--- config.mk ---
export PLATFORM = sky130hd
export DESIGN_NAME = dtc_channel
export DESIGN_NICKNAME = d
export VERILOG_FILES = /design/src/design/dtc_pkg.sv /design/src/design/dtc_fifo.sv /design/src/design/dtc_channel.sv
export VERILOG_INCLUDE_DIRS = /design/src /design/src/design
export SDC_FILE = /design/constraint.sdc
export NUM_CORES = 1
export LEC_CHECK = 0
export BUFFER_PORTS_ARGS = -buffer_cell sky130_fd_sc_hd__buf_2
export CAP_MARGIN = 5
export CORE_MARGIN = 5
export CORE_UTILIZATION = 30
export CTS_CLUSTER_DIAMETER = 80
export DETAILED_ROUTE_END_ITERATION = 16
export SYNTH_ARGS = -nofsm -noshare
export SYNTH_HDL_FRONTEND = slang
export SYNTH_HIERARCHICAL = 1
export SYNTH_SLANG_ARGS = --single-unit
--- constraint.sdc ---
create_clock -name clock -period 6.8 [get_ports clock]
set_input_delay 1.36 -clock clock [delete_from_list [all_inputs] [get_ports clock]]
set_output_delay 1.36 -clock clock [all_outputs]
set_load 0.02 [all_outputs]
--- src/design/dtc_defines.svh ---
`ifndef DTC_DEFINES_SVH
`define DTC_DEFINES_SVH

// Register indices within one channel's block of I/O words
`define DTC_LEN_IDX     16'h0004
`define DTC_CTRL_IDX    16'h0005

// Reset values
`define DTC_LEN_RESET   16'h0000
`define DTC_CTRL_RESET  16'h0000

// Control word field positions (most significant bit of each field)
`define DTC_EN_BIT      15
`define DTC_STATUS_BIT  14
`define DTC_IRQEN_BIT   13
`define DTC_RELOAD_BIT  12
`define DTC_DSTMODE_MSB 9
`define DTC_SRCMODE_MSB 7
`define DTC_BURST_MSB   5
`define DTC_SYNC_BIT    2
`define DTC_LASTHALF_BIT 1
`define DTC_PINGPONG_BIT 0

// Addressing modes and burst limits
`define DTC_MODE_INC    2'h0
`define DTC_MODE_FIXED  2'h2
`define DTC_MAX_BURST   3'h4
`define DTC_WORD_BYTES  32'h0000_0004

`endif

--- src/design/dtc_pkg.sv ---
package dtc_pkg;

    // Channel control word, bit 15 down to bit 0
    typedef struct packed {
        logic       enable;
        logic       status;
        logic       irqEn;
        logic       autoReload;
        logic [1:0] rsvd;
        logic [1:0] dstMode;
        logic [1:0] srcMode;
        logic [2:0] burstSel;
        logic       syncEn;
        logic       lastHalf;
        logic       pingPong;
    } dtc_ctrl_t;

    // Register port request from the I/O space
    typedef struct packed {
        logic        write;
        logic        read;
        logic [15:0] addr;
        logic [15:0] data;
    } dtc_reg_req_t;

    // Channel service sequencer
    typedef enum logic [1:0] {
        DTC_IDLE,
        DTC_BURST,
        DTC_DRAIN
    } dtc_state_t;

endpackage : dtc_pkg

--- src/design/dtc_fifo.sv ---
`timescale 1ns/1ps

module dtc_fifo #(
    parameter int WIDTH = 32,
    parameter int DEPTH = 16
) (
    // Clock and reset
    input  wire logic             clock,
    input  wire logic             rst_n,
    // Filling side
    input  wire logic             inValid,
    output logic                  inReady,
    input  wire logic [WIDTH-1:0] inData,
    // Draining side
    output logic                  outValid,
    input  wire logic             outReady,
    output logic [WIDTH-1:0]      outData
);
    localparam int AW = (DEPTH > 1) ? $clog2(DEPTH) : 1;

    logic [WIDTH-1:0] mem [DEPTH];
    logic [AW-1:0]    wrPtr;
    logic [AW-1:0]    rdPtr;
    logic [AW:0]      count;
    wire              push = inValid && inReady;
    wire              pop  = outValid && outReady;

    // Full and empty come straight from the occupancy count
    assign inReady  = (count != (AW+1)'(DEPTH));
    assign outValid = (count != '0);
    assign outData  = mem[rdPtr];

    // Storage carries no reset; only pointers and the count are control state
    always_ff @(posedge clock) begin
        if (push) begin
            mem[wrPtr] <= inData;
        end
    end

    // Pointers wrap explicitly so depth need not be a power of two
    always_ff @(posedge clock or negedge rst_n) begin
        if (!rst_n) begin
            wrPtr <= '0;
            rdPtr <= '0;
            count <= '0;
        end else begin
            if (push) begin
                wrPtr <= (wrPtr == AW'(DEPTH-1)) ? '0 : wrPtr + 1'b1;
            end
            if (pop) begin
                rdPtr <= (rdPtr == AW'(DEPTH-1)) ? '0 : rdPtr + 1'b1;
            end
            count <= count + (AW+1)'(push) - (AW+1)'(pop);
        end
    end

endmodule : dtc_fifo

--- src/design/dtc_channel.sv ---
// Notes on behaviour
// - In ping-pong mode the length covers both halves together.
// - The length register never changes while serving; a separate counter counts down.
// - Enable clears by itself when a block transfer without auto reload finishes.
// - Disabled channel gets no service, but a running burst completes.
// - Once enabled with sync off, the channel requests service at the next free slot.
// - Status sets on nonzero length write, or control write with nonzero length.
// - Status clears when all bytes moved without auto reload, or length zero is written.
// - With interrupt enable set, block completion raises the interrupt request.
// - Auto reload restores addresses and count and restarts after completion.
// - Destination mode 0 increments by four per transfer, 2h keeps it fixed.
// - Source mode 0 increments the source address by four per transfer.
// - Burst field gives 1, 2, 4, 8 or 16 double words per service.
// - Sync off starts at enable; sync on runs one burst per event.
// - Read-only bit 1 tells which ping-pong half finished last.
// - Bit 0 turns ping-pong mode on or off.
`timescale 1ns/1ps
`include "dtc_defines.svh"

module dtc_channel
    import dtc_pkg::*;
#(
    parameter int ADDR_W     = 32,
    parameter int DATA_W     = 32,
    parameter int FIFO_DEPTH = 16
) (
    // Clock and reset
    input  wire logic              clock,
    input  wire logic              rst_n,
    // Register port
    input  wire dtc_reg_req_t      regReq,
    output logic [15:0]            regRdata,
    // Start addresses and event selection from neighbouring logic
    input  wire logic [ADDR_W-1:0] srcStart,
    input  wire logic [ADDR_W-1:0] dstStart,
    input  wire logic              syncEvent,
    // Arbitration
    output logic                   serviceReq,
    input  wire logic              serviceGrant,
    // Source read port
    output logic                   rdReq,
    output logic [ADDR_W-1:0]      rdAddr,
    input  wire logic              rdAck,
    input  wire logic [DATA_W-1:0] rdData,
    // Destination write port
    output logic                   wrValid,
    output logic [ADDR_W-1:0]      wrAddr,
    output logic [DATA_W-1:0]      wrData,
    input  wire logic              wrReady,
    // Completion
    output logic                   channelIrq
);
    dtc_ctrl_t   ctrl;
    dtc_ctrl_t   next_ctrl;
    dtc_ctrl_t   wdCtrl;
    dtc_state_t  state;
    logic [15:0] lengthReg;
    logic [15:0] remaining;
    logic [4:0]  rdLeft;
    logic [4:0]  wrLeft;
    logic        eventPending;
    logic        fifoInReady;
    logic        fifoOutValid;

    // Register decode
    wire         lenWrite  = regReq.write && (regReq.addr == `DTC_LEN_IDX);
    wire         ctrlWrite = regReq.write && (regReq.addr == `DTC_CTRL_IDX);
    wire         lenRead   = regReq.read && (regReq.addr == `DTC_LEN_IDX);
    wire         ctrlRead  = regReq.read && (regReq.addr == `DTC_CTRL_IDX);
    assign wdCtrl = dtc_ctrl_t'(regReq.data);

    // Burst size; reserved codes fall back to the largest burst
    wire [2:0]   burstEff   = (ctrl.burstSel > `DTC_MAX_BURST) ? `DTC_MAX_BURST : ctrl.burstSel;
    wire [4:0]   burstWords = 5'h01 << burstEff;
    wire [15:0]  burstBytes = {9'h000, burstWords, 2'b00};
    wire [15:0]  halfLen    = {1'b0, lengthReg[15:1]};

    // Service eligibility and sequencing
    wire         startReq   = ctrlWrite && wdCtrl.enable && !ctrl.enable;
    wire         eligible   = ctrl.enable && ctrl.status && (!ctrl.syncEn || eventPending);
    assign serviceReq = (state == DTC_IDLE) && eligible;
    wire         grantTaken = serviceReq && serviceGrant;
    assign rdReq = (state == DTC_BURST) && (rdLeft != 5'h00) && fifoInReady;
    wire         rdBeat     = rdReq && rdAck;
    assign wrValid = fifoOutValid;
    wire         wrBeat     = wrValid && wrReady;
    wire         burstEnd   = (state == DTC_DRAIN) && wrBeat && (wrLeft == 5'h01);
    wire         blockDone  = burstEnd && (remaining <= burstBytes);
    wire [15:0]  remAfter   = remaining - burstBytes;
    wire         halfDone   = burstEnd && ctrl.pingPong && !blockDone
                              && (remaining > halfLen) && (remAfter <= halfLen);
    wire         reload     = blockDone && ctrl.autoReload;

    // Address steps; reserved mode codes hold the address like mode 2h
    wire [ADDR_W-1:0] srcStep = (ctrl.srcMode == `DTC_MODE_INC) ? ADDR_W'(`DTC_WORD_BYTES) : '0;
    wire [ADDR_W-1:0] dstStep = (ctrl.dstMode == `DTC_MODE_INC) ? ADDR_W'(`DTC_WORD_BYTES) : '0;

    // Data path buffer between source reads and destination writes
    dtc_fifo #(
        .WIDTH (DATA_W),
        .DEPTH (FIFO_DEPTH)
    ) u_fifo (
        .clock    (clock),
        .rst_n    (rst_n),
        .inValid  (rdBeat),
        .inReady  (fifoInReady),
        .inData   (rdData),
        .outValid (fifoOutValid),
        .outReady (wrReady),
        .outData  (wrData)
    );

    // Control word next value: hardware events first, software writes last
    always_comb begin
        next_ctrl = ctrl;
        if (blockDone) begin
            if (ctrl.pingPong) begin
                next_ctrl.lastHalf = 1'b1;
            end
            if (!ctrl.autoReload) begin
                next_ctrl.enable = 1'b0;
                next_ctrl.status = 1'b0;
            end
        end
        if (halfDone) begin
            next_ctrl.lastHalf = 1'b0;
        end
        if (ctrlWrite) begin
            // Software may set enable in the very cycle hardware clears it
            next_ctrl          = wdCtrl;
            next_ctrl.status   = (lengthReg != 16'h0000) ? 1'b1 : ctrl.status;
            if (blockDone && !ctrl.autoReload && lengthReg == 16'h0000) begin
                next_ctrl.status = 1'b0;
            end
            next_ctrl.lastHalf = blockDone ? (ctrl.pingPong || ctrl.lastHalf)
                               : (halfDone ? 1'b0 : ctrl.lastHalf);
        end
        if (lenWrite) begin
            next_ctrl.status = (regReq.data != 16'h0000);
        end
    end

    // Registers seen by software
    always_ff @(posedge clock or negedge rst_n) begin
        if (!rst_n) begin
            lengthReg <= `DTC_LEN_RESET;
            ctrl      <= dtc_ctrl_t'(`DTC_CTRL_RESET);
        end else begin
            if (lenWrite) begin
                lengthReg <= regReq.data;
            end
            ctrl <= next_ctrl;
        end
    end

    // Read data is registered and appears the cycle after the read strobe
    always_ff @(posedge clock or negedge rst_n) begin
        if (!rst_n) begin
            regRdata <= 16'h0000;
        end else if (lenRead) begin
            regRdata <= lengthReg;
        end else if (ctrlRead) begin
            regRdata <= ctrl;
        end else if (regReq.read) begin
            regRdata <= 16'h0000;
        end
    end

    // Sequencer; enable is only checked at grant so a burst runs to its end
    always_ff @(posedge clock or negedge rst_n) begin
        if (!rst_n) begin
            state <= DTC_IDLE;
        end else begin
            case (state)
                DTC_IDLE: begin
                    if (grantTaken) begin
                        state <= DTC_BURST;
                    end
                end
                DTC_BURST: begin
                    if (rdBeat && rdLeft == 5'h01) begin
                        state <= DTC_DRAIN;
                    end
                end
                DTC_DRAIN: begin
                    if (burstEnd) begin
                        state <= DTC_IDLE;
                    end
                end
                default: begin
                    state <= DTC_IDLE;
                end
            endcase
        end
    end

    // Beat counters for the current burst
    always_ff @(posedge clock or negedge rst_n) begin
        if (!rst_n) begin
            rdLeft <= 5'h00;
            wrLeft <= 5'h00;
        end else if (grantTaken) begin
            rdLeft <= burstWords;
            wrLeft <= burstWords;
        end else begin
            if (rdBeat) begin
                rdLeft <= rdLeft - 5'h01;
            end
            if (wrBeat && state != DTC_IDLE) begin
                wrLeft <= wrLeft - 5'h01;
            end
        end
    end

    // Remaining bytes live here so the length register stays as written
    always_ff @(posedge clock or negedge rst_n) begin
        if (!rst_n) begin
            remaining <= 16'h0000;
        end else if (startReq || reload) begin
            remaining <= lengthReg;
        end else if (blockDone) begin
            remaining <= 16'h0000;
        end else if (burstEnd) begin
            remaining <= remAfter;
        end
    end

    // Address counters, reloaded from the start values on start and reload
    always_ff @(posedge clock or negedge rst_n) begin
        if (!rst_n) begin
            rdAddr <= '0;
            wrAddr <= '0;
        end else begin
            if (startReq || reload) begin
                rdAddr <= srcStart;
            end else if (rdBeat) begin
                rdAddr <= rdAddr + srcStep;
            end
            if (startReq || reload) begin
                wrAddr <= dstStart;
            end else if (wrBeat) begin
                wrAddr <= wrAddr + dstStep;
            end
        end
    end

    // Event latch: a new event beats the clear taken at grant
    always_ff @(posedge clock or negedge rst_n) begin
        if (!rst_n) begin
            eventPending <= 1'b0;
        end else begin
            eventPending <= syncEvent || (eventPending && !grantTaken);
        end
    end

    // Completion request, masked here by the interrupt enable bit
    always_ff @(posedge clock or negedge rst_n) begin
        if (!rst_n) begin
            channelIrq <= 1'b0;
        end else begin
            channelIrq <= ctrl.irqEn && (blockDone || halfDone);
        end
    end
endmodule : dtc_channel

==> impl_metrics.toml <==
[outcome]
status = "finished clean"

[worst_setup_path]
r2r_end = "ctrl[1]"
crit_type = "flop to output port"
r2r-start = "ctrl[5]"
cp.arrival_ns = 3.62
cp_data_required_time_ns = 5.44
worstRegToRegCells = 16
start_kind = "flop"
rrSetupSlack_ns = 2.58
cp-end-kind = "output port"
critical_path.max_fanout = 62

[hold_path]
hold_end = "rdAddr[1]"
hp-class = "flop to flop"
min_from = "rdAddr[1]"
whs_path_depth = 2

[logic_synthesis]
syn_inst = 1756
ys_dominant_reg_cell = "edfxtp_1"
synthDistinctLibCells = 76
yosysSeqAreaShare_pct = 68.4
ys_ff_latch = 667
synth_nets = 1949
synth_edf_count = 512
yosysWarnings = 6
synthArstFlopShare_pct = 23.2
postSynthAreaPerCell_sq_um = 16.0
netlist_area_sq_um = 28200

[die]
die_h_microns = 316
rows = 112
die_x_microns = 316
core_region_area_sq_um = 93200
initial_core_util_pct = 30.2
dieArea_sq_um = 100000
io_pins = 252

[power]
p_per_area_nw_per_um2 = 332
p_leak_nw = 12.1
p_int_mw = 7.82
clock_power_share_pct = 35.3
switching_power_mw = 3.22
switching_share_pct = 29.1
p_comb_share_pct = 22.0
ir_worst_vdd_mv = 0.240
p_seq_share_pct = 42.7

[clock_network]
cts_buffers = 75
cts_tree = "built"
ctsRootBufferMaster = "clkbuf_16"
worstSkewPairLatency_ns = 0.62
path_clk_slew_ns = 0.06
cts_resized = 0
clock_sinks = 667
cts_buffer_depth = 3
htreeDepth = 3
ctsHoldBuffers = 0
post-cts-setup-buffer-count = 0

[final_layout]
fin_area_sq_um = 33200
fin_cells = 3339
drive_gt1_share_pct = 26.9
nets = 2217
mostFrequentLayoutCells = "512 x edfxtp_1, 250 x buf_2, 152 x dfrtp_1"
mostFrequentLayoutCell = "edfxtp_1"
syn2layout_area_growth_pct = 17.9

[sta]
period_share_pct = 73.3
hold_viol = 0
fmax_mhz = 201
worstMarginPinSlew_ns = 1.29
slew_violations = 0
rsz0062_at_grt = "false"
fin_setup_tns_ns = 0
period_needed_ns = 4.98
clock-skew-final_ns = 0.0348
final-setup-viol-count = 0
slew_headroom_pct = 13.7

[global_routing]
overflow = 0
grt_pass1_vias = 17800
grt_pass1_wl_microns = 109000
grt_max_degree = 97
grt.total_usage_pct = 14.1
antenna_found_initial = 7

[placement]
postPlaceCellArea_sq_um = 30800
dpl.cell_count = 3201
hpwlAfterDp_microns = 45700
io_buffer_count = 251
gp_congestion = 0.913

[job]
cap_violations = 0

[route]
dr.pass1.iters = 5
vias = 16500
totalWireLength_microns = 71200
drtIter0Drc = 1187
drc = 0
drt-wirelength-per-cell_microns = 21.3
ant_nets = 0
vias_per_cell = 4.94
cell families after synthesis:
kind of cell	after synthesis	share of synthesized area (%)
flip-flops	667	68.4
AND/OR/NAND/NOR	418	7.22
AO/OA/AOI/OAI	252	5.58
multiplexers	150	11.3
buffers and inverters	133	2.46
XOR/XNOR	79	2.46
adder cells (fa/ha/maj)	57	2.59
registers in the layout, indices dropped and copies added (netlist names), 2 cells and up:
name,flops
remaining,16
ctrl,16
u_fifo/mem,512
wrLeft,5
lengthReg,16
rdLeft,5
u_fifo/wrPtr,4
u_fifo/rdPtr,4
state,2
rdAddr,32
regRdata,16
u_fifo/count,5
wrAddr,32
critical path: stages (launching register included):
cell	delay [ns]
dfrtp_4	1.13
buf_4	0.69
mux4_2	0.58
o22ai_1	0.25
nor2_1	0.10
buf_2	0.17
synth_stat cells, drive strengths merged, types with 2 or more instances:
| cell | n | area, sq um |
|---|---|---|
| edfxtp | 512 | 15400 |
| dfrtp | 155 | 3880 |
| nand2 | 152 | 573 |
| mux4 | 128 | 2940 |
| nor2 | 96 | 365 |
| o21ai | 88 | 452 |
| o22ai | 65 | 407 |
| ha | 55 | 688 |
| buf | 54 | 390 |
| inv | 50 | 188 |
| xnor2 | 44 | 385 |
| nand3 | 36 | 185 |
| xor2 | 35 | 307 |
| a21oi | 32 | 160 |
| clkbuf | 29 | 114 |
| and3 | 27 | 170 |
| nand4 | 22 | 138 |
| nor4 | 21 | 153 |
| nor3 | 20 | 105 |
| mux2 | 17 | 199 |
| a22oi | 16 | 120 |
| a221o | 13 | 130 |
| a21o | 9 | 68.8 |
| nand2b | 8 | 50.1 |
| and2 | 7 | 46.3 |
| nor2b | 7 | 43.8 |
| and4 | 6 | 53.8 |
| a211oi | 5 | 37.5 |
| mux2i | 5 | 50.1 |
| or3 | 5 | 41.3 |
| a22o | 4 | 36.3 |
| o211ai | 4 | 30.0 |
| a31oi | 3 | 18.8 |
| nor4b | 3 | 32.5 |
| o21bai | 3 | 22.5 |
| fa | 2 | 40.0 |
| o21a | 2 | 15.0 |
| o221ai | 2 | 17.5 |
| or4 | 2 | 18.8 |
final cells by class:
cell class	count	area, sq um
Timing Repair Buffer	274	1440
Tap cell	1254	1570
Antenna cell	3	7.51
Multi-Input combinational cell	956	8330
Clock inverter	41	373
Clock buffer	94	2030
Sequential cell	667	19300
Inverter	50	188
Fill cell	8827	60000
per-layer routing:
layer	GRT usage [%]	part of all wire, %	up-vias
met5	0	0.066	-
met4	4.65	3.0	8
met3	3.93	7.1	137
met2	23.7	49	497
met1	17.7	41	8470
li1	-	-	7383
metrics by stage:
| stage | util (%) | setup slack [ns] | hold slack, ns | total power [mW] |
|---|---|---|---|---|
| floorplan | - | 1.40 | 0.449 | 6.53 |
| global placement | 33.0 | 2.42 | 0.445 | 7.25 |
| detailed placement | 33.0 | 2.30 | 0.461 | 7.29 |
| CTS | 35.6 | 1.72 | 0.473 | 11.2 |
| global route | 35.6 | 1.56 | 0.493 | 11.6 |
| finish | 35.6 | 1.82 | 0.468 | 11.0 |
power by group through the flow:
stage	Sequential (mW)	Clock, mW	Combinational (mW)
after floorplan	4.63	0	1.89
after global placement	4.79	0	2.46
after detailed placement	4.80	0	2.49
after CTS	4.72	4.01	2.50
after global routing	4.74	4.19	2.64
final	4.71	3.90	2.43
how the worst max path moves through the flow:
stage	to	cells after the start	startpoint
finish	wrData[30]	5	u_fifo/rdPtr[1]
detailed placement	u_fifo/mem[4][20]	8	rdAck
global route	wrData[30]	5	u_fifo/rdPtr[1]
global placement	wrData[30]	5	u_fifo/rdPtr[1]
CTS	wrData[30]	5	u_fifo/rdPtr[1]
floorplan	u_fifo/mem[0][0]	9	rdAck
No activity file was read; power rests on OpenSTA's default activity.
